--- config.mk ---
export PLATFORM = sky130hd
export DESIGN_NAME = gpdc_top
export DESIGN_NICKNAME = d
export VERILOG_FILES = /design/src/gpdc_pkg.sv /design/src/gpdc_pin_cell.sv /design/src/gpdc_top.sv
export SDC_FILE = /design/constraint.sdc
export NUM_CORES = 1
export LEC_CHECK = 0
export BUFFER_PORTS_ARGS = -buffer_cell sky130_fd_sc_hd__buf_2
export CAP_MARGIN = 25
export CORE_UTILIZATION = 47
export DETAILED_ROUTE_END_ITERATION = 12
export GPL_ROUTABILITY_DRIVEN = 0
export PLACE_DENSITY = 0.76
export SLEW_MARGIN = 10
export SYNTH_ARGS = -nofsm -noshare
export SYNTH_HDL_FRONTEND = slang
export SYNTH_SLANG_ARGS = --single-unit
--- constraint.sdc ---
create_clock -name clk -period 41.4 [get_ports clk]
set_clock_uncertainty 0.05 [all_clocks]
set_input_delay 8.28 -clock clk [delete_from_list [all_inputs] [get_ports clk]]
set_output_delay 8.28 -clock clk [all_outputs]
set_load 0.05 [all_outputs]
--- src/gpdc_pkg.sv ---
// Purpose: Constants for the pin driver-type and direction configuration block
// Assumes: 32-bit register port, 31 pins
// Notes:   Byte addresses are the printed offsets
package gpdc_pkg;
  localparam int          NPINS          = 31;
  localparam logic [7:0]  OFF_DRV_TYPE   = 8'hA4;
  localparam logic [7:0]  OFF_DIR        = 8'hA8;
  localparam logic [7:0]  OFF_FUNC_SEL   = 8'hA0;
  localparam logic [7:0]  OFF_DATA       = 8'hAC;
  localparam logic [7:0]  OFF_CFG_STATUS = 8'hB0;
  localparam logic [30:0] DRV_TYPE_RST   = 31'h00000000;
  localparam logic [30:0] DIR_RST        = 31'h00000000;
  localparam logic [30:0] FUNC_SEL_RST   = 31'h7FFFFFFF;
  localparam logic [30:0] DATA_RST       = 31'h00000000;
  localparam logic [31:0] UNMAPPED_READ  = 32'h00000000;
  localparam int          BYTE_W         = 8;
  localparam int          NLANES         = 4;
  typedef enum logic [1:0] {
    GPDC_IDLE = 2'b00,
    GPDC_LOAD = 2'b01,
    GPDC_RUN  = 2'b10
  } gpdc_state_t;
endpackage

--- src/gpdc_pin_cell.sv ---
// Purpose: Output buffer decision for one pin
// Assumes: Settings stable from flip-flops
// Notes:   Outputs registered; enable low means driving
`timescale 1ns/100ps
`default_nettype none
module gpdc_pin_cell (
  input  wire logic clk,
  input  wire logic rst,
  input  wire logic func_sel,
  input  wire logic dir_out,
  input  wire logic push_pull,
  input  wire logic data_bit,
  output var  logic pin_o,
  output var  logic pin_oe_n
);
  // ----------------------------------------
  // Drive decision
  // ----------------------------------------
  wire logic gpio_mode;
  wire logic drive_nxt;
  assign gpio_mode = ~func_sel;
  // Open-drain only ever pulls low; driver type matters only as output
  assign drive_nxt = gpio_mode & dir_out & (push_pull | ~data_bit);
  always_ff @(posedge clk or posedge rst) begin
    if (rst) begin
      pin_o    <= 1'b0;
      pin_oe_n <= 1'b1;
    end else begin
      pin_o    <= data_bit;
      pin_oe_n <= ~drive_nxt;
    end
  end
endmodule
`default_nettype wire

--- src/gpdc_top.sv ---
// Purpose: Pin driver-type and direction configuration with register port
// Assumes: Loader presents bytes lane by lane with an image-done pulse
// Notes:   Image shadow holds last EEPROM load for later bus and light resets
//
// Implementation choice: the strobed register port.
`timescale 1ns/100ps
`default_nettype none
module gpdc_top (
  input  wire logic        clk,
  input  wire logic        rst,
  input  wire logic [7:0]  reg_addr,
  input  wire logic [31:0] reg_wdata,
  input  wire logic        reg_wr,
  input  wire logic        reg_rd,
  output var  logic [31:0] reg_rdata,
  input  wire logic        eeprom_present,
  input  wire logic        cfg_byte_vld,
  input  wire logic [1:0]  cfg_byte_lane,
  input  wire logic [7:0]  driver_type_cfg_byte,
  input  wire logic [7:0]  direction_cfg_byte,
  input  wire logic        cfg_load_done,
  input  wire logic        bus_reset,
  input  wire logic        light_reset,
  input  wire logic [30:0] pin_i,
  output var  logic [30:0] pin_o,
  output var  logic [30:0] pin_oe_n,
  output var  logic        cfg_loaded
);
  // ----------------------------------------
  // State and storage
  // ----------------------------------------
  gpdc_pkg::gpdc_state_t state_r;
  gpdc_pkg::gpdc_state_t state_nxt;
  logic [30:0] pin_driver_type_bits;
  logic [30:0] pin_direction_bits;
  logic [30:0] pin_function_select;
  logic [30:0] pin_data_bits;
  logic [31:0] drv_img_r;
  logic [31:0] dir_img_r;
  logic [31:0] drv_acc_r;
  logic [31:0] dir_acc_r;
  logic        img_valid_r;
  logic [30:0] pin_in_r;

  // ----------------------------------------
  // Decode
  // ----------------------------------------
  function automatic logic hit(input logic [7:0] a, input logic [7:0] off);
    hit = (a == off);
  endfunction
  wire logic wr_drv;
  wire logic wr_dir;
  wire logic wr_fsel;
  wire logic wr_data;
  wire logic soft_reset;
  wire logic [30:0] drv_restore;
  wire logic [30:0] dir_restore;
  assign wr_drv     = reg_wr & hit(reg_addr, gpdc_pkg::OFF_DRV_TYPE);
  assign wr_dir     = reg_wr & hit(reg_addr, gpdc_pkg::OFF_DIR);
  assign wr_fsel    = reg_wr & hit(reg_addr, gpdc_pkg::OFF_FUNC_SEL);
  assign wr_data    = reg_wr & hit(reg_addr, gpdc_pkg::OFF_DATA);
  assign soft_reset = bus_reset | light_reset;
  // Without a loaded image the restore value is the plain zero default
  assign drv_restore = img_valid_r ? drv_img_r[30:0] : gpdc_pkg::DRV_TYPE_RST;
  assign dir_restore = img_valid_r ? dir_img_r[30:0] : gpdc_pkg::DIR_RST;

  // ----------------------------------------
  // Image load sequence
  // ----------------------------------------
  always_comb begin
    state_nxt = state_r;
    case (state_r)
      gpdc_pkg::GPDC_IDLE: begin
        if (eeprom_present)
          state_nxt = gpdc_pkg::GPDC_LOAD;
        else
          state_nxt = gpdc_pkg::GPDC_RUN;
      end
      gpdc_pkg::GPDC_LOAD: begin
        if (cfg_load_done)
          state_nxt = gpdc_pkg::GPDC_RUN;
      end
      gpdc_pkg::GPDC_RUN: state_nxt = gpdc_pkg::GPDC_RUN;
      default: state_nxt = gpdc_pkg::GPDC_IDLE;
    endcase
  end

  always_ff @(posedge clk or posedge rst) begin
    if (rst)
      state_r <= gpdc_pkg::GPDC_IDLE;
    else
      state_r <= state_nxt;
  end

  // One byte per lane, lane 0 lowest
  genvar g;
  generate
    for (g = 0; g < gpdc_pkg::NLANES; g++) begin : g_lane
      always_ff @(posedge clk or posedge rst) begin
        if (rst) begin
          drv_acc_r[g*8 +: 8] <= 8'h00;
          dir_acc_r[g*8 +: 8] <= 8'h00;
        end else if (cfg_byte_vld && state_r == gpdc_pkg::GPDC_LOAD
                     && cfg_byte_lane == 2'(g)) begin
          drv_acc_r[g*8 +: 8] <= driver_type_cfg_byte;
          dir_acc_r[g*8 +: 8] <= direction_cfg_byte;
        end
      end
    end
  endgenerate

  wire logic load_fire;
  assign load_fire = (state_r == gpdc_pkg::GPDC_LOAD) & cfg_load_done;

  always_ff @(posedge clk or posedge rst) begin
    if (rst) begin
      drv_img_r   <= 32'h00000000;
      dir_img_r   <= 32'h00000000;
      img_valid_r <= 1'b0;
    end else if (load_fire) begin
      drv_img_r   <= drv_acc_r;
      dir_img_r   <= dir_acc_r;
      img_valid_r <= 1'b1;
    end
  end

  // ----------------------------------------
  // Software registers
  // ----------------------------------------
  always_ff @(posedge clk or posedge rst) begin
    if (rst) begin
      pin_driver_type_bits <= gpdc_pkg::DRV_TYPE_RST;
      pin_direction_bits   <= gpdc_pkg::DIR_RST;
      pin_function_select  <= gpdc_pkg::FUNC_SEL_RST;
      pin_data_bits        <= gpdc_pkg::DATA_RST;
    end else if (load_fire) begin
      pin_driver_type_bits <= drv_acc_r[30:0];
      pin_direction_bits   <= dir_acc_r[30:0];
    end else if (soft_reset) begin
      pin_driver_type_bits <= drv_restore;
      pin_direction_bits   <= dir_restore;
      pin_function_select  <= gpdc_pkg::FUNC_SEL_RST;
    end else begin
      // Bit 31 of write data is dropped
      if (wr_drv)  pin_driver_type_bits <= reg_wdata[30:0];
      if (wr_dir)  pin_direction_bits   <= reg_wdata[30:0];
      if (wr_fsel) pin_function_select  <= reg_wdata[30:0];
      if (wr_data) pin_data_bits        <= reg_wdata[30:0];
    end
  end

  // ----------------------------------------
  // Read port
  // ----------------------------------------
  wire logic [31:0] rd_mux;
  assign rd_mux =
    hit(reg_addr, gpdc_pkg::OFF_DRV_TYPE)   ? {1'b0, pin_driver_type_bits} :
    hit(reg_addr, gpdc_pkg::OFF_DIR)        ? {1'b0, pin_direction_bits}   :
    hit(reg_addr, gpdc_pkg::OFF_FUNC_SEL)   ? {1'b0, pin_function_select}  :
    hit(reg_addr, gpdc_pkg::OFF_DATA)       ? {1'b0, pin_in_r}             :
    hit(reg_addr, gpdc_pkg::OFF_CFG_STATUS) ? {30'h00000000, img_valid_r,
                                               state_r == gpdc_pkg::GPDC_RUN} :
    gpdc_pkg::UNMAPPED_READ;

  always_ff @(posedge clk or posedge rst) begin
    if (rst) begin
      reg_rdata  <= 32'h00000000;
      pin_in_r   <= 31'h00000000;
      cfg_loaded <= 1'b0;
    end else begin
      reg_rdata  <= reg_rd ? rd_mux : 32'h00000000;
      pin_in_r   <= pin_i;
      cfg_loaded <= (state_nxt == gpdc_pkg::GPDC_RUN);
    end
  end

  // ----------------------------------------
  // Pin cells
  // ----------------------------------------
  generate
    for (g = 0; g < gpdc_pkg::NPINS; g++) begin : g_pin
      gpdc_pin_cell u_cell (
        .clk       (clk),
        .rst       (rst),
        .func_sel  (pin_function_select[g]),
        .dir_out   (pin_direction_bits[g]),
        .push_pull (pin_driver_type_bits[g]),
        .data_bit  (pin_data_bits[g]),
        .pin_o     (pin_o[g]),
        .pin_oe_n  (pin_oe_n[g])
      );
    end
  endgenerate

  // ----------------------------------------
  // Checks
  // ----------------------------------------
  a_drv_write: assert property (@(posedge clk) disable iff (rst)
    wr_drv && !load_fire && !soft_reset |=> pin_driver_type_bits == $past(reg_wdata[30:0]))
    else $error("driver type write lost");
  a_dir_write: assert property (@(posedge clk) disable iff (rst)
    wr_dir && !load_fire && !soft_reset |=> pin_direction_bits == $past(reg_wdata[30:0]))
    else $error("direction write lost");
  a_drv_load: assert property (@(posedge clk) disable iff (rst)
    load_fire |=> pin_driver_type_bits == drv_img_r[30:0])
    else $error("driver type image not loaded");
  a_dir_load: assert property (@(posedge clk) disable iff (rst)
    load_fire |=> pin_direction_bits == dir_img_r[30:0])
    else $error("direction image not loaded");
  a_no_eeprom_zero: assert property (@(posedge clk) disable iff (rst)
    soft_reset && !load_fire && !img_valid_r |=> pin_direction_bits == 31'h00000000
      && pin_driver_type_bits == 31'h00000000)
    else $error("no image reset not zero");
  a_soft_restore: assert property (@(posedge clk) disable iff (rst)
    soft_reset && !load_fire && img_valid_r |=> pin_direction_bits == dir_img_r[30:0])
    else $error("image not restored");
  a_func_hold: assert property (@(posedge clk) disable iff (rst)
    pin_function_select[0] |=> pin_oe_n[0])
    else $error("default function pin driven");
  a_read_top_zero: assert property (@(posedge clk) disable iff (rst)
    reg_rd |=> reg_rdata[31] == 1'b0)
    else $error("bit 31 reads nonzero");
  a_pin_read: assert property (@(posedge clk) disable iff (rst)
    reg_rd && hit(reg_addr, gpdc_pkg::OFF_DATA) |=> reg_rdata[30:0] == $past(pin_in_r))
    else $error("pin state read wrong");
  c_load: cover property (@(posedge clk) disable iff (rst) load_fire);
  c_restore: cover property (@(posedge clk) disable iff (rst) soft_reset && img_valid_r);
  c_drive_pp: cover property (@(posedge clk) disable iff (rst) !pin_oe_n[0] && pin_o[0]);
endmodule
`default_nettype wire

# Word level (Yosys, flattened, before mapping)
# Cells that the tools add are included.
[word_totals] register_bits=376 latchBits=0 ram_bits=0 mem_bits_ro=0 inputBits=98 out_inout_bits=95 wordCells=317 n_memories=0
[op_classes] n_addsub=0 multipliers=0 div_mod_pow=0 order_cmp=0 eq_ne=11 shift=0 muxes=19 bitwise_logic=194 n_reduce_logical=12
[op_table] operator="31-bit two-way mux" count=15
[op_table] operator="1-bit NOT" count=95
[op_table] operator="1-bit AND" count=67
[op_table] operator="8-bit == test (second input constant)" count=5
[op_table] operator="1-bit bitwise OR" count=32
[op_table] operator="2-bit == test (second input constant)" count=4
[op_table] operator="2-bit two-way mux" count=3
[op_table] operator="2-bit one-hot mux with 3 select lines" count=1
[op_table] operator="3-bit nonzero test" count=2
[op_table] operator="1-bit logical AND" count=5
[op_table] operator="2-bit by 1-bit == test with 1-bit output (second input constant)" count=2
[op_table] operator="2-bit zero test" count=2
[op_table] operator="3-bit AND reduction" count=1
[op_table] operator="2-bit AND reduction" count=1
[op_table] operator="2-bit nonzero test" count=1

# Logic depth before layout (Yosys ltp)
# Gate-level depths: netlist (run 1).
[depth] word_depth=7 mapped_depth=7 depth_no_buf=4

# Hierarchy
# Synthesis (run 1) repeated with hierarchy kept, for this count alone.
[hier_totals] cells_unflattened=1302 area_unflattened_um2=15337.2
[by_module_without_submodules] mod="gpdc_top" instances=1 cells_each=1147 area_per_inst_um2=13203.9 seq_area_each_um2=7896.3
[by_module_without_submodules] mod="gpdc_pin_cell" instances=31 cells_each=5 area_per_inst_um2=68.8 seq_area_each_um2=51.3

# Worst setup path after synthesis (run 1)
# OpenSTA, ideal clock, no wires.
[synth_path] path_kind="input-to-reg" startpoint="input port reg_addr[6]" endpoint="register pin_data_bits[19]" setup_ps=125 t_arrival_ps=9462 required_ps=41225 path_slack_ps=31764 cell_stages=5 path_buffers=1 cell_sequence="and4bb_4 nand4_1 nor2_1 buf_4 mux2_2"
[synth_between] elab_chain_len=3
[synth_lines] element="start, declared" line_no="gpdc_top.sv:11" rtl="input wire logic [7:0] reg_addr,"
[synth_lines] element="8-bit == test" line_no="gpdc_top.sv:49" rtl="hit = (a == off);"
[synth_lines] element="1-bit AND" line_no="gpdc_top.sv:61" rtl="assign wr_data = reg_wr & hit(reg_addr, gpdc_pkg::OFF_DATA);"
[synth_lines] element="3-bit AND reduction (no line)"
[synth_lines] element="end signal, assigned" line_no="gpdc_top.sv:135" rtl="pin_data_bits <= gpdc_pkg::DATA_RST;"
[synth_lines] element="end signal, assigned" line_no="gpdc_top.sv:148" rtl="if (wr_data) pin_data_bits <= reg_wdata[30:0];"
[synth_lines] element="end, declared" line_no="gpdc_top.sv:37" rtl="logic [30:0] pin_data_bits;"
# No other way between the ends.
# A chain may end at the register's enable or synchronous reset.

# Worst setup path after layout (run 1)
[layout_path] startpoint="input port cfg_load_done" endpoint="register pin_function_select[2]"
[layout_between] elab_chain_len=3
[layout_lines] element="start, declared" line_no="gpdc_top.sv:21" rtl="input wire logic cfg_load_done,"
[layout_lines] element="1-bit AND" line_no="gpdc_top.sv:113" rtl="assign load_fire = (state_r == gpdc_pkg::GPDC_LOAD) & cfg_load_done;"
[layout_lines] element="1-bit NOT (no line)"
[layout_lines] element="2-bit AND reduction (no line)"
[layout_lines] element="end signal, assigned" line_no="gpdc_top.sv:134" rtl="pin_function_select <= gpdc_pkg::FUNC_SEL_RST;"
[layout_lines] element="end signal, assigned" line_no="gpdc_top.sv:142" rtl="pin_function_select <= gpdc_pkg::FUNC_SEL_RST;"
[layout_lines] element="end signal, assigned" line_no="gpdc_top.sv:147" rtl="if (wr_fsel) pin_function_select <= reg_wdata[30:0];"
[layout_lines] element="end, declared" line_no="gpdc_top.sv:36" rtl="logic [30:0] pin_function_select;"
# No other way between the ends.

==> results_tabular.tex, run 1 <==
\begin{tabular}{lr}
\hline
Metric & Value \\
\hline
\multicolumn{2}{l}{\textbf{Run status}} \\
Run status & complete, no violations \\
\multicolumn{2}{l}{\textbf{Power}} \\
Peak supply drop & 0.02729 mV \\
Power density over the cells & 48.02 nW/um2 \\
Leakage power total & 0.008645 uW \\
\multicolumn{2}{l}{\textbf{Routing}} \\
DRC errors left & 0 \\
Via count & 10.34k \\
Initial drt markers & 750 \\
Via density per instance & 5.450 \\
Pre-antenna DRT Iters & 5 \\
Average wire length per cell after detail routing & 19.17 um \\
Antenna-violating nets left & 0 \\
Sum of routed wire length over all layers & 36390 um \\
\multicolumn{2}{l}{\textbf{Hold path}} \\
Worst Hold Depth & 0 \\
Endpoint of the worst hold path & g\_pin[27].u\_cell.pin\_o \\
HP Class & flop to flop \\
Worst Hold Launch & pin\_data\_bits[27] \\
\multicolumn{2}{l}{\textbf{Clock tree}} \\
Number of gates resized after cts & 0 \\
TritonCTS Buffers & 40 \\
Maximum root-to-sink buffer count & 3 \\
Clock latency reported for the late side of the worst-skew pair & 0.53 ns \\
Number of buffers added to fix hold violations after cts & 0 \\
Clock root buffer master & sky130\_fd\_sc\_hd\_\_clkbuf\_16 \\
CTS tree & yes \\
CTS clock-pin slew for the worst setup and hold paths & 0.06 ns \\
Post-CTS setup-driven buffer insertion count & 0 \\
CTS sink count & 376 \\
H-tree levels & 2 \\
\multicolumn{2}{l}{\textbf{Layout}} \\
Ant diodes & 0 \\
Synthesis-to-finish area growth & 14.83\% \\
Share of cells above drive strength 1 & 33.65\% \\
Post-layout utilization of the core & 54.98\% \\
Number of nets at the end of the flow & 1522 \\
Number of standard cells in the layout, taps in and fillers out & 1898 \\
\multicolumn{2}{l}{\textbf{Logic synthesis}} \\
Warnings from Yosys & 0 \\
Synthesized area & 15620 um2 \\
Number of nets produced by synthesis & 1412 \\
Post-synth top flop & sky130\_fd\_sc\_hd\_\_dfrtp\_1 \\
Number of distinct library cells after synthesis & 46 \\
Synthesis-stage register bit count & 376 \\
Post-synthesis sequential area ratio & 60.74\% \\
Count of mapped cells out of synthesis & 1314 \\
Count of flip-flops with a built-in enable after synthesis & 0 \\
FFs w/ async S/R, synth & 100.0\% \\
Mean instance size in the synthesized netlist & 11.89 um2 \\
\multicolumn{2}{l}{\textbf{Floorplan}} \\
Area of the die & 33960 um2 \\
Number of standard-cell rows in the floorplan & 66 \\
Die W & 184.3 um \\
Height of the chip & 184.3 um \\
Initial cell density of the core & 47.88\% \\
Total I/O pin count & 193 \\
Area of the core region & 32620 um2 \\
\multicolumn{2}{l}{\textbf{STA}} \\
Actual slew at the worst max-slew pin & 0.9464 ns \\
Number of slew-limit violations in the final report & 0 \\
Final-report setup violation count & 0 \\
RSZ-0062 raised after global routing & no \\
Period minus WS final & 10.33 ns \\
Final critical-path share of the clock period & 24.94\% \\
Final TNS setup & 0 ns \\
Final hold viol count & 0 \\
Max Freq & 96.84 MHz \\
Worst slew margin relative to its limit & 36.73\% \\
\multicolumn{2}{l}{\textbf{Global routing}} \\
Vias in the first global route & 10.49k \\
Largest net degree at the start of global routing & 146 \\
Antenna violations before repair & 1 \\
Global route total overflow & 0 \\
Overall global routing resource usage & 22.17\% \\
First-pass GRT wire length & 58030 um \\
\multicolumn{2}{l}{\textbf{Worst setup path}} \\
Critical-path maximum fanout & 69 \\
Worst Path Required & 41.81 ns \\
Launching element of the worst setup path & cfg\_load\_done \\
Launch point of the worst reg-to-reg path & state\_r[1] \\
Worst Reg2Reg Path Length in Cells & 5 \\
Startpoint kind of the worst setup timing path & input pin \\
Worst r2r dst & pin\_function\_select[2] \\
Setup crit end kind & flop \\
Class of the most critical setup path & input pin to flop \\
Reg2Reg Setup Slack & 38.31 ns \\
Arrival time at the worst endpoint & 10.74 ns \\
\multicolumn{2}{l}{\textbf{Placement}} \\
DP Cell Count & 1820 \\
Final HPWL DP & 22590 um \\
Count of buffers from port buffering & 190 \\
\multicolumn{2}{l}{\textbf{Job}} \\
Max-cap violation count & 0 \\
\hline
\end{tabular}
critical path, stage by stage:
cell and delay [ns]:
sky130_fd_sc_hd__buf_2 0.11, sky130_fd_sc_hd__and3b_4 0.74, sky130_fd_sc_hd__buf_4 0.64, sky130_fd_sc_hd__or3_1 0.19, sky130_fd_sc_hd__buf_4 0.42, sky130_fd_sc_hd__o22a_1 0.24
cell usage after synthesis (all sizes together), types with 2 or more instances:
| cell type | instances | area, um2 |
|---|---|---|
| nor2 | 126 | 473.0 |
| clkbuf | 38 | 145.1 |
| nor2b | 5 | 31.28 |
| inv | 4 | 15.01 |
| o21ai | 64 | 320.3 |
| a221oi | 31 | 271.5 |
| nor3b | 3 | 43.79 |
| nand4 | 2 | 12.51 |
| dfstp | 62 | 1629 |
| or2 | 2 | 12.51 |
| mux2i | 31 | 310.3 |
| dfrtp | 314 | 7858 |
| a2111oi | 29 | 316.5 |
| a21oi | 3 | 15.01 |
| nand2b | 31 | 193.9 |
| a221o | 31 | 310.3 |
| buf | 107 | 728.2 |
| mux2 | 125 | 1408 |
| nand3 | 5 | 30.03 |
| o22a | 31 | 272.8 |
| nand3b | 33 | 247.7 |
| nand2 | 223 | 837.1 |
state kept, by name, indices dropped and copies added, names as in the netlist:
| signal | cells |
|---|---|
| pin_function_select | 31 |
| g_pin.u_cell.pin_o | 31 |
| pin_data_bits | 31 |
| reg_rdata | 31 |
| cfg_loaded | 1 |
| dir_img_r | 31 |
| pin_direction_bits | 31 |
| pin_in_r | 31 |
| pin_driver_type_bits | 31 |
| drv_img_r | 31 |
| g_pin.u_cell.pin_oe_n | 31 |
| state_r | 2 |
| dir_acc_r | 31 |
| drv_acc_r | 31 |
| img_valid_r | 1 |
layer usage:
metal / track usage [%] / up-vias / wire [um]
met5: 0 / - / 0
met1: 29.89 / 5189 / 15880
met3: 3.655 / 73 / 2031
met4: 7.833 / 0 / 1047
met2: 36.27 / 353 / 17430
li1: - / 4729 / -
cells in the final DEF (no fill, tap or decap), types with 2 or more instances in the layout:
cell type,count
sky130_fd_sc_hd__dfrtp_1,314
sky130_fd_sc_hd__nand2_1,223
sky130_fd_sc_hd__buf_2,190
sky130_fd_sc_hd__nor2_1,124
sky130_fd_sc_hd__mux2_2,119
sky130_fd_sc_hd__dfstp_2,62
sky130_fd_sc_hd__o21ai_0,58
sky130_fd_sc_hd__clkbuf_16,41
sky130_fd_sc_hd__nand3b_1,33
sky130_fd_sc_hd__a221o_1,31
sky130_fd_sc_hd__a221oi_1,31
sky130_fd_sc_hd__nand2b_1,31
sky130_fd_sc_hd__mux2i_1,31
sky130_fd_sc_hd__o22a_1,30
sky130_fd_sc_hd__a2111oi_0,19
sky130_fd_sc_hd__buf_4,18
sky130_fd_sc_hd__a2111oi_2,10
sky130_fd_sc_hd__clkbuf_8,10
sky130_fd_sc_hd__o21ai_1,6
sky130_fd_sc_hd__mux2_1,6
sky130_fd_sc_hd__clkbuf_1,6
sky130_fd_sc_hd__clkinv_2,6
sky130_fd_sc_hd__nor2b_1,5
sky130_fd_sc_hd__clkinvlp_4,4
sky130_fd_sc_hd__buf_16,4
sky130_fd_sc_hd__nand3_2,3
sky130_fd_sc_hd__inv_1,3
sky130_fd_sc_hd__inv_6,3
sky130_fd_sc_hd__bufinv_16,3
sky130_fd_sc_hd__nor2_4,2
sky130_fd_sc_hd__nand4_1,2
sky130_fd_sc_hd__or2_2,2
sky130_fd_sc_hd__nand3_1,2
sky130_fd_sc_hd__nor3b_2,2
sky130_fd_sc_hd__a21oi_1,2
kinds of logic (layout without fill, tap and decap cells):
family | count (synthesis) | in the layout | share of synthesized area [%]
mux | 156 | 156 | 11.00
compound gates | 198 | 198 | 10.24
flops | 376 | 376 | 60.74
buf+inv | 149 | 291 | 5.688
other cells | 1 | 1 | 0.02401
simple gates | 434 | 434 | 12.31
power breakdown:
group / leakage (uW) / switching, uW / internal (uW)
sequential: 0.00489 / 21.1 / 396
combinational: 0.00308 / 47.0 / 32.0
clock: 0.000668 / 146 / 220
total: 0.00864 / 214 / 648
stage by stage:
stage	power, uW	hold WS [ns]	worst slack (ns)	cell area (um2)
floorplan	472.2	0.3182	22.73	15620
global placement	496.7	0.3331	30.60	16430
detailed placement	502.0	0.3352	30.52	16460
CTS	869.5	0.3450	31.06	17830
global route	897.2	0.3552	30.94	17930
finish	861.2	0.3403	31.07	17930
area by class of cell:
cell class | instances | area (um2)
inverters | 4 | 22.52
flip-flops and latches | 376 | 9487
clock inverters | 17 | 185.2
multi-input cells | 789 | 5285
clock buffers | 57 | 1186
well taps | 442 | 553.0
repair buffers | 213 | 1216
fillers | 2720 | 14680
how the worst max path moves through the flow:
stage	end	slack, ns	cells after the start
floorplan	cfg_loaded	22.73	1
global placement	reg_rdata[28]	30.60	7
detailed placement	reg_rdata[23]	30.52	7
CTS	reg_rdata[30]	31.06	4
global route	reg_rdata[23]	30.94	7
finish	pin_function_select[2]	31.07	6
(Power assumes the default switching activity.)
==> run 2: changes to the inputs <==
--- a/config.mk
+++ b/config.mk
@@ -10,7 +10,7 @@
 export CORE_UTILIZATION = 47
 export DETAILED_ROUTE_END_ITERATION = 12
 export GPL_ROUTABILITY_DRIVEN = 0
-export PLACE_DENSITY = 0.76
+export PLACE_DENSITY = 0.78
 export SLEW_MARGIN = 10
 export SYNTH_ARGS = -nofsm -noshare
 export SYNTH_HDL_FRONTEND = slang
==> constraint.sdc (replaced) <==
create_clock -name clk -period 8.7 [get_ports clk]
set_clock_uncertainty 0.05 [all_clocks]
set_input_delay 1.74 -clock clk [delete_from_list [all_inputs] [get_ports clk]]
set_output_delay 1.74 -clock clk [all_outputs]
set_load 0.05 [all_outputs]
==> results_tabular.tex, run 2 (same netlist as run 1, synthesis figures left out) <==
\begin{tabular}{lr}
\hline
Metric & Value \\
\hline
\multicolumn{2}{l}{\textbf{Clock tree}} \\
Clock latency reported for the late side of the worst-skew pair & 0.52 ns \\
CTS sink count & 376 \\
Post-CTS setup-driven buffer insertion count & 0 \\
Maximum root-to-sink buffer count & 3 \\
CTS tree & yes \\
TritonCTS Buffers & 40 \\
H-tree levels & 2 \\
CTS clock-pin slew for the worst setup and hold paths & 0.06 ns \\
Clock root buffer master & sky130\_fd\_sc\_hd\_\_clkbuf\_16 \\
Number of buffers added to fix hold violations after cts & 0 \\
Number of gates resized after cts & 0 \\
\multicolumn{2}{l}{\textbf{Floorplan}} \\
Area of the die & 33960 um2 \\
Total I/O pin count & 193 \\
Initial cell density of the core & 47.88\% \\
Number of standard-cell rows in the floorplan & 66 \\
Height of the chip & 184.3 um \\
Die W & 184.3 um \\
Area of the core region & 32620 um2 \\
\multicolumn{2}{l}{\textbf{Layout}} \\
Synthesis-to-finish area growth & 14.44\% \\
Post-layout utilization of the core & 54.80\% \\
Most common library cell in the layout ignoring fill and taps & sky130\_fd\_sc\_hd\_\_dfrtp\_1 \\
Share of cells above drive strength 1 & 33.29\% \\
Number of nets at the end of the flow & 1520 \\
Highest-count cells in the layout ignoring fill and taps & sky130\_fd\_sc\_hd\_\_dfrtp\_1, sky130\_fd\_sc\_hd\_\_nand2\_1, sky130\_fd\_sc\_hd\_\_buf\_2, sky130\_fd\_sc\_hd\_\_nor2\_1, sky130\_fd\_sc\_hd\_\_mux2\_2 \\
\multicolumn{2}{l}{\textbf{STA}} \\
Final critical-path share of the clock period & 44.12\% \\
Worst slew margin relative to its limit & 33.57\% \\
Actual slew at the worst max-slew pin & 0.9965 ns \\
Final hold viol count & 0 \\
Worst setup slack after layout & 4.862 ns \\
Final TNS setup & 0 ns \\
Final-report setup violation count & 0 \\
Period minus WS final & 3.838 ns \\
Number of slew-limit violations in the final report & 0 \\
RSZ-0062 raised after global routing & no \\
Max Freq & 260.6 MHz \\
\multicolumn{2}{l}{\textbf{Run status}} \\
Run status & complete, no violations \\
\multicolumn{2}{l}{\textbf{Placement}} \\
Count of buffers from port buffering & 190 \\
Final HPWL DP & 23040 um \\
Dpl ws & 4.388 ns \\
\multicolumn{2}{l}{\textbf{Global routing}} \\
Largest net degree at the start of global routing & 176 \\
First-pass GRT wire length & 58090 um \\
Antenna violations before repair & 4 \\
Met1 demand-to-capacity share in global routing & 30.07\% \\
Overall global routing resource usage & 22.42\% \\
Met3 capacity usage during global routing & 3.932\% \\
Met2 capacity usage during global routing & 35.59\% \\
Vias in the first global route & 10.52k \\
Global route total overflow & 0 \\
Most congested layer reported by global routing & met2 \\
\multicolumn{2}{l}{\textbf{Power}} \\
Leakage power total & 0.008610 uW \\
Int Pwr & 3090 uW \\
Proportion of power drawn by combinational gates & 9.2\% \\
Power consumption & 4087 uW \\
Sequential group share of total power & 48.5\% \\
Power density over the cells & 228.7 nW/um2 \\
Switching portion of total power & 24.39\% \\
Peak supply drop & 0.1693 mV \\
Clock network fraction of total power & 42.3\% \\
Reported net switching power & 997.0 uW \\
\multicolumn{2}{l}{\textbf{Worst setup path}} \\
Worst Path Required & 9.00 ns \\
Launching element of the worst setup path & reg\_addr[3] \\
Arrival time at the worst endpoint & 4.14 ns \\
Class of the most critical setup path & input pin to flop \\
Reg2Reg Setup Slack & 5.80 ns \\
Worst Reg2Reg Path Length in Cells & 6 \\
Startpoint kind of the worst setup timing path & input pin \\
Critical-path maximum fanout & 37 \\
Setup crit end kind & flop \\
Worst r2r dst & pin\_data\_bits[16] \\
Launch point of the worst reg-to-reg path & state\_r[1] \\
\multicolumn{2}{l}{\textbf{Routing}} \\
Sum of routed wire length over all layers & 37070 um \\
Initial drt markers & 671 \\
Average wire length per cell after detail routing & 19.55 um \\
Pre-antenna DRT Iters & 5 \\
Antenna-violating nets left & 0 \\
Via density per instance & 5.534 \\
DRC errors left & 0 \\
Via count & 10.49k \\
\multicolumn{2}{l}{\textbf{Hold path}} \\
HP Class & flop to flop \\
Endpoint of the worst hold path & g\_pin[26].u\_cell.pin\_o \\
Worst Hold Depth & 0 \\
Worst Hold Launch & pin\_data\_bits[26] \\
\multicolumn{2}{l}{\textbf{Job}} \\
Max-cap violation count & 0 \\
\hline
\end{tabular}
run 2: cell count changes in the layout (fill, tap and decap cells not counted), sizes merged:
cell | previous run | this run
buf | 213 | 211
clkinv | 7 | 4
clkinvlp | 4 | 3
clkbuf | 57 | 61
diode | 0 | 3
inv | 7 | 4
run 2: area by class of cell:
type | instances | area, um2
Antenna cell | 3 | 7.507
Clock buffer | 61 | 1221
Clock inverter | 10 | 133.9
Fill cell | 2679 | 14740
Inverter | 4 | 18.77
Multi-Input combinational cell | 789 | 5285
Sequential cell | 376 | 9487
Tap cell | 442 | 553.0
Timing Repair Buffer | 211 | 1169
run 2: power groups by stage:
stage	registers (uW)	clock network, uW	logic, uW
floorplan	1990	0	263
global placement	2000	0	359
detailed placement	2010	0	375
CTS	1980	1760	378
global route	2000	1830	415
finish	1980	1730	376
run 2: how the worst max path moves through the flow:
| stage | endpoint | cells past startpoint |
|---|---|---|
| 6_report | reg_rdata[18] | 7 |
| 5_1_grt | reg_rdata[18] | 7 |
| 4_1_cts | reg_rdata[18] | 7 |
| 3_5_place_dp | reg_rdata[18] | 7 |
| 3_3_place_gp | pin_data_bits[27] | 6 |
| 2_1_floorplan | cfg_loaded | 1 |
run 2: layer usage:
layer  wire length (um)  share of wire [%]
met1              16260                 44
met2              17360                 47
met3               2071                5.6
met4               1370                3.7
met5                 13              0.035
run 2: worst max-delay path, cell delays in order:
cell and delay, ns:
sky130_fd_sc_hd__buf_2 0.08, sky130_fd_sc_hd__buf_4 0.49, sky130_fd_sc_hd__nor2b_1 0.15, sky130_fd_sc_hd__nand3_1 0.63
sky130_fd_sc_hd__buf_4 0.42, sky130_fd_sc_hd__nor2_1 0.08, sky130_fd_sc_hd__a2111oi_0 0.46
run 2: stage by stage:
stage,hold WS (ns),area [um2],std cells
after floorplan,0.3182,15620,1314
after global placement,0.3314,16440,1819
after detailed placement,0.3336,16470,1820
after CTS,0.3475,17820,1891
after global routing,0.3659,17870,1896
final,0.3415,17870,1896
==> run 3: changes to the inputs <==
--- a/config.mk
+++ b/config.mk
@@ -10,7 +10,7 @@
 export CORE_UTILIZATION = 47
 export DETAILED_ROUTE_END_ITERATION = 12
 export GPL_ROUTABILITY_DRIVEN = 0
-export PLACE_DENSITY = 0.78
+export PLACE_DENSITY = 0.76
 export SLEW_MARGIN = 10
 export SYNTH_ARGS = -nofsm -noshare
 export SYNTH_HDL_FRONTEND = slang
==> constraint.sdc (replaced) <==
create_clock -name clk -period 3.55 [get_ports clk]
set_clock_uncertainty 0.05 [all_clocks]
set_input_delay 0.71 -clock clk [delete_from_list [all_inputs] [get_ports clk]]
set_output_delay 0.71 -clock clk [all_outputs]
set_load 0.05 [all_outputs]
==> results_tabular.tex, run 3 (same netlist as run 1, synthesis figures left out) <==
\begin{tabular}{lr}
\hline
Metric & Value \\
\hline
\multicolumn{2}{l}{\textbf{Floorplan}} \\
Height of the chip & 184.3 um \\
Initial cell density of the core & 47.88\% \\
Area of the core region & 32620 um2 \\
Area of the die & 33960 um2 \\
Total I/O pin count & 193 \\
Die W & 184.3 um \\
Number of standard-cell rows in the floorplan & 66 \\
\multicolumn{2}{l}{\textbf{STA}} \\
Worst slew margin relative to its limit & 48.81\% \\
Actual slew at the worst max-slew pin & 0.7663 ns \\
Final TNS setup & 0 ns \\
Number of slew-limit violations in the final report & 0 \\
Final hold viol count & 0 \\
Final critical-path share of the clock period & 74.79\% \\
Period minus WS final & 2.655 ns \\
RSZ-0062 raised after global routing & no \\
Max Freq & 376.6 MHz \\
Final-report setup violation count & 0 \\
\multicolumn{2}{l}{\textbf{Worst setup path}} \\
Arrival time at the worst endpoint & 2.95 ns \\
Class of the most critical setup path & input pin to flop \\
Setup crit end kind & flop \\
Worst Path Required & 3.84 ns \\
Startpoint kind of the worst setup timing path & input pin \\
CP max-delay cell & sky130\_fd\_sc\_hd\_\_nand3\_2 \\
Max stage delay on crit path & 0.61 ns \\
Critical-path maximum fanout & 16 \\
Cells along the critical path & buf\_2 -> nor3b\_4 -> nand3\_2 -> buf\_4 -> a2111oi\_0 \\
\multicolumn{2}{l}{\textbf{Power}} \\
Reported net switching power & 2446 uW \\
Power density over the cells & 549.3 nW/um2 \\
Clock network fraction of total power & 41.1\% \\
Int Pwr & 7419 uW \\
Leakage power total & 0.008664 uW \\
Peak supply drop & 0.3342 mV \\
Switching portion of total power & 24.79\% \\
Sequential group share of total power & 49.3\% \\
Proportion of power drawn by combinational gates & 9.6\% \\
\multicolumn{2}{l}{\textbf{Routing}} \\
Initial drt markers & 648 \\
Met3 Wirelength & 2102 um \\
Highest metal layer with signal wires & met4 \\
Pre-antenna DRT Iters & 5 \\
Via count & 10.40k \\
Average wire length per cell after detail routing & 19.52 um \\
Metal2 WL & 17470 um \\
DRC errors left & 0 \\
Antenna-violating nets left & 0 \\
Metal1 wirelength & 16510 um \\
Via density per instance & 5.462 \\
Sum of routed wire length over all layers & 37160 um \\
\multicolumn{2}{l}{\textbf{Layout}} \\
Most common library cell in the layout ignoring fill and taps & sky130\_fd\_sc\_hd\_\_dfrtp\_1 \\
Number of nets at the end of the flow & 1530 \\
Post-Layout Inst Area & 17960 um2 \\
Highest-count cells in the layout ignoring fill and taps & sky130\_fd\_sc\_hd\_\_dfrtp\_1, sky130\_fd\_sc\_hd\_\_nand2\_1, sky130\_fd\_sc\_hd\_\_buf\_2, sky130\_fd\_sc\_hd\_\_nor2\_1, sky130\_fd\_sc\_hd\_\_mux2\_2 \\
Synthesis-to-finish area growth & 14.98\% \\
Share of cells above drive strength 1 & 33.61\% \\
\multicolumn{2}{l}{\textbf{Clock tree}} \\
Post-CTS setup-driven buffer insertion count & 0 \\
CTS sink count & 376 \\
Number of buffers added to fix hold violations after cts & 0 \\
CTS clock-pin slew for the worst setup and hold paths & 0.06 ns \\
Clock latency reported for the late side of the worst-skew pair & 0.52 ns \\
CTS tree & yes \\
Number of gates resized after cts & 0 \\
Clock root buffer master & sky130\_fd\_sc\_hd\_\_clkbuf\_16 \\
TritonCTS Buffers & 39 \\
H-tree levels & 2 \\
Maximum root-to-sink buffer count & 3 \\
\multicolumn{2}{l}{\textbf{Global routing}} \\
Antenna violations before repair & 1 \\
Vias in the first global route & 10.71k \\
First-pass GRT wire length & 59220 um \\
Overall global routing resource usage & 22.69\% \\
Global route total overflow & 0 \\
Largest net degree at the start of global routing & 127 \\
\multicolumn{2}{l}{\textbf{Hold path}} \\
HP Class & input pin to flop \\
\multicolumn{2}{l}{\textbf{Job}} \\
Max-cap violation count & 0 \\
\multicolumn{2}{l}{\textbf{Placement}} \\
Count of buffers from port buffering & 190 \\
Final HPWL DP & 24160 um \\
Dpl cell area & 16670 um2 \\
\multicolumn{2}{l}{\textbf{Run status}} \\
Run status & complete, no violations \\
\hline
\end{tabular}
-- run 3: cell types whose count changed in the layout (fill, tap and decap cells not counted), sizes merged --
| cell | delta |
|---|---|
| buf | +11 |
| bufinv | -2 |
| clkbuf | +1 |
| clkinv | +3 |
| clkinvlp | -2 |
| diode | -2 |
| inv | -1 |
-- run 3: final timing paths --
path                                         from                 endpoint  slack (ns)  cells past startpoint
worst max-delay path                  reg_addr[1]            reg_rdata[17]        0.89                      5
worst min register to register  pin_data_bits[26]   g_pin[26].u_cell.pin_o        0.34                      0
max in group asynchronous                     rst  pin_function_select[30]        2.21                      4
min in group asynchronous                     rst             pin_in_r[22]        0.28                      2
worst max register to register         state_r[1]   pin_direction_bits[17]        1.19                      5
worst min-delay path                    pin_i[24]             pin_in_r[24]        0.24                      1
-- run 3: final cells by class --
cell class                      count  area (um2)
Clock buffer                       62        1215
Clock inverter                      8       68.82
Inverter                            4       18.77
Timing Repair Buffer              222        1329
Multi-Input combinational cell    789        5285
Antenna cell                        1       2.502
Sequential cell                   376        9487
Fill cell                        2719       14660
Tap cell                          442       553.0
-- run 3: power groups by stage --
stage               Clock [uW]  Sequential, uW  Combinational (uW)
detailed placement           0            4930                 946
floorplan                    0            4870                 644
global route              4310            4910                1040
finish                    4060            4860                 942
CTS                       4130            4860                 951
global placement             0            4910                 912
-- run 3: per-stage QoR --
step	total power, uW	utilization [%]	instances	setup WS [ns]	hold slack, ns
final	9865	55.06	1904	0.8949	0.2434
after floorplan	5509	-	1314	-2.209	0.3182
after global routing	10260	55.06	1904	0.8250	0.2327
after global placement	5824	51.11	1833	0.6325	0.3371
after detailed placement	5878	51.11	1833	0.5071	0.3336
after CTS	9939	55.05	1903	0.9518	0.2256
-- run 3: routing by layer --
metal	vias up	track usage, %
li1	4740	-
met1	5268	31.40
met2	328	36.36
met3	63	3.695
met4	0	7.733
met5	-	0
-- run 3: worst max-delay path: cells and delay by family --
family,cells,cell delay [ns]
AND/OR/NAND/NOR,2,1.12
buffers and inverters,2,0.56
AO/OA/AOI/OAI,1,0.54
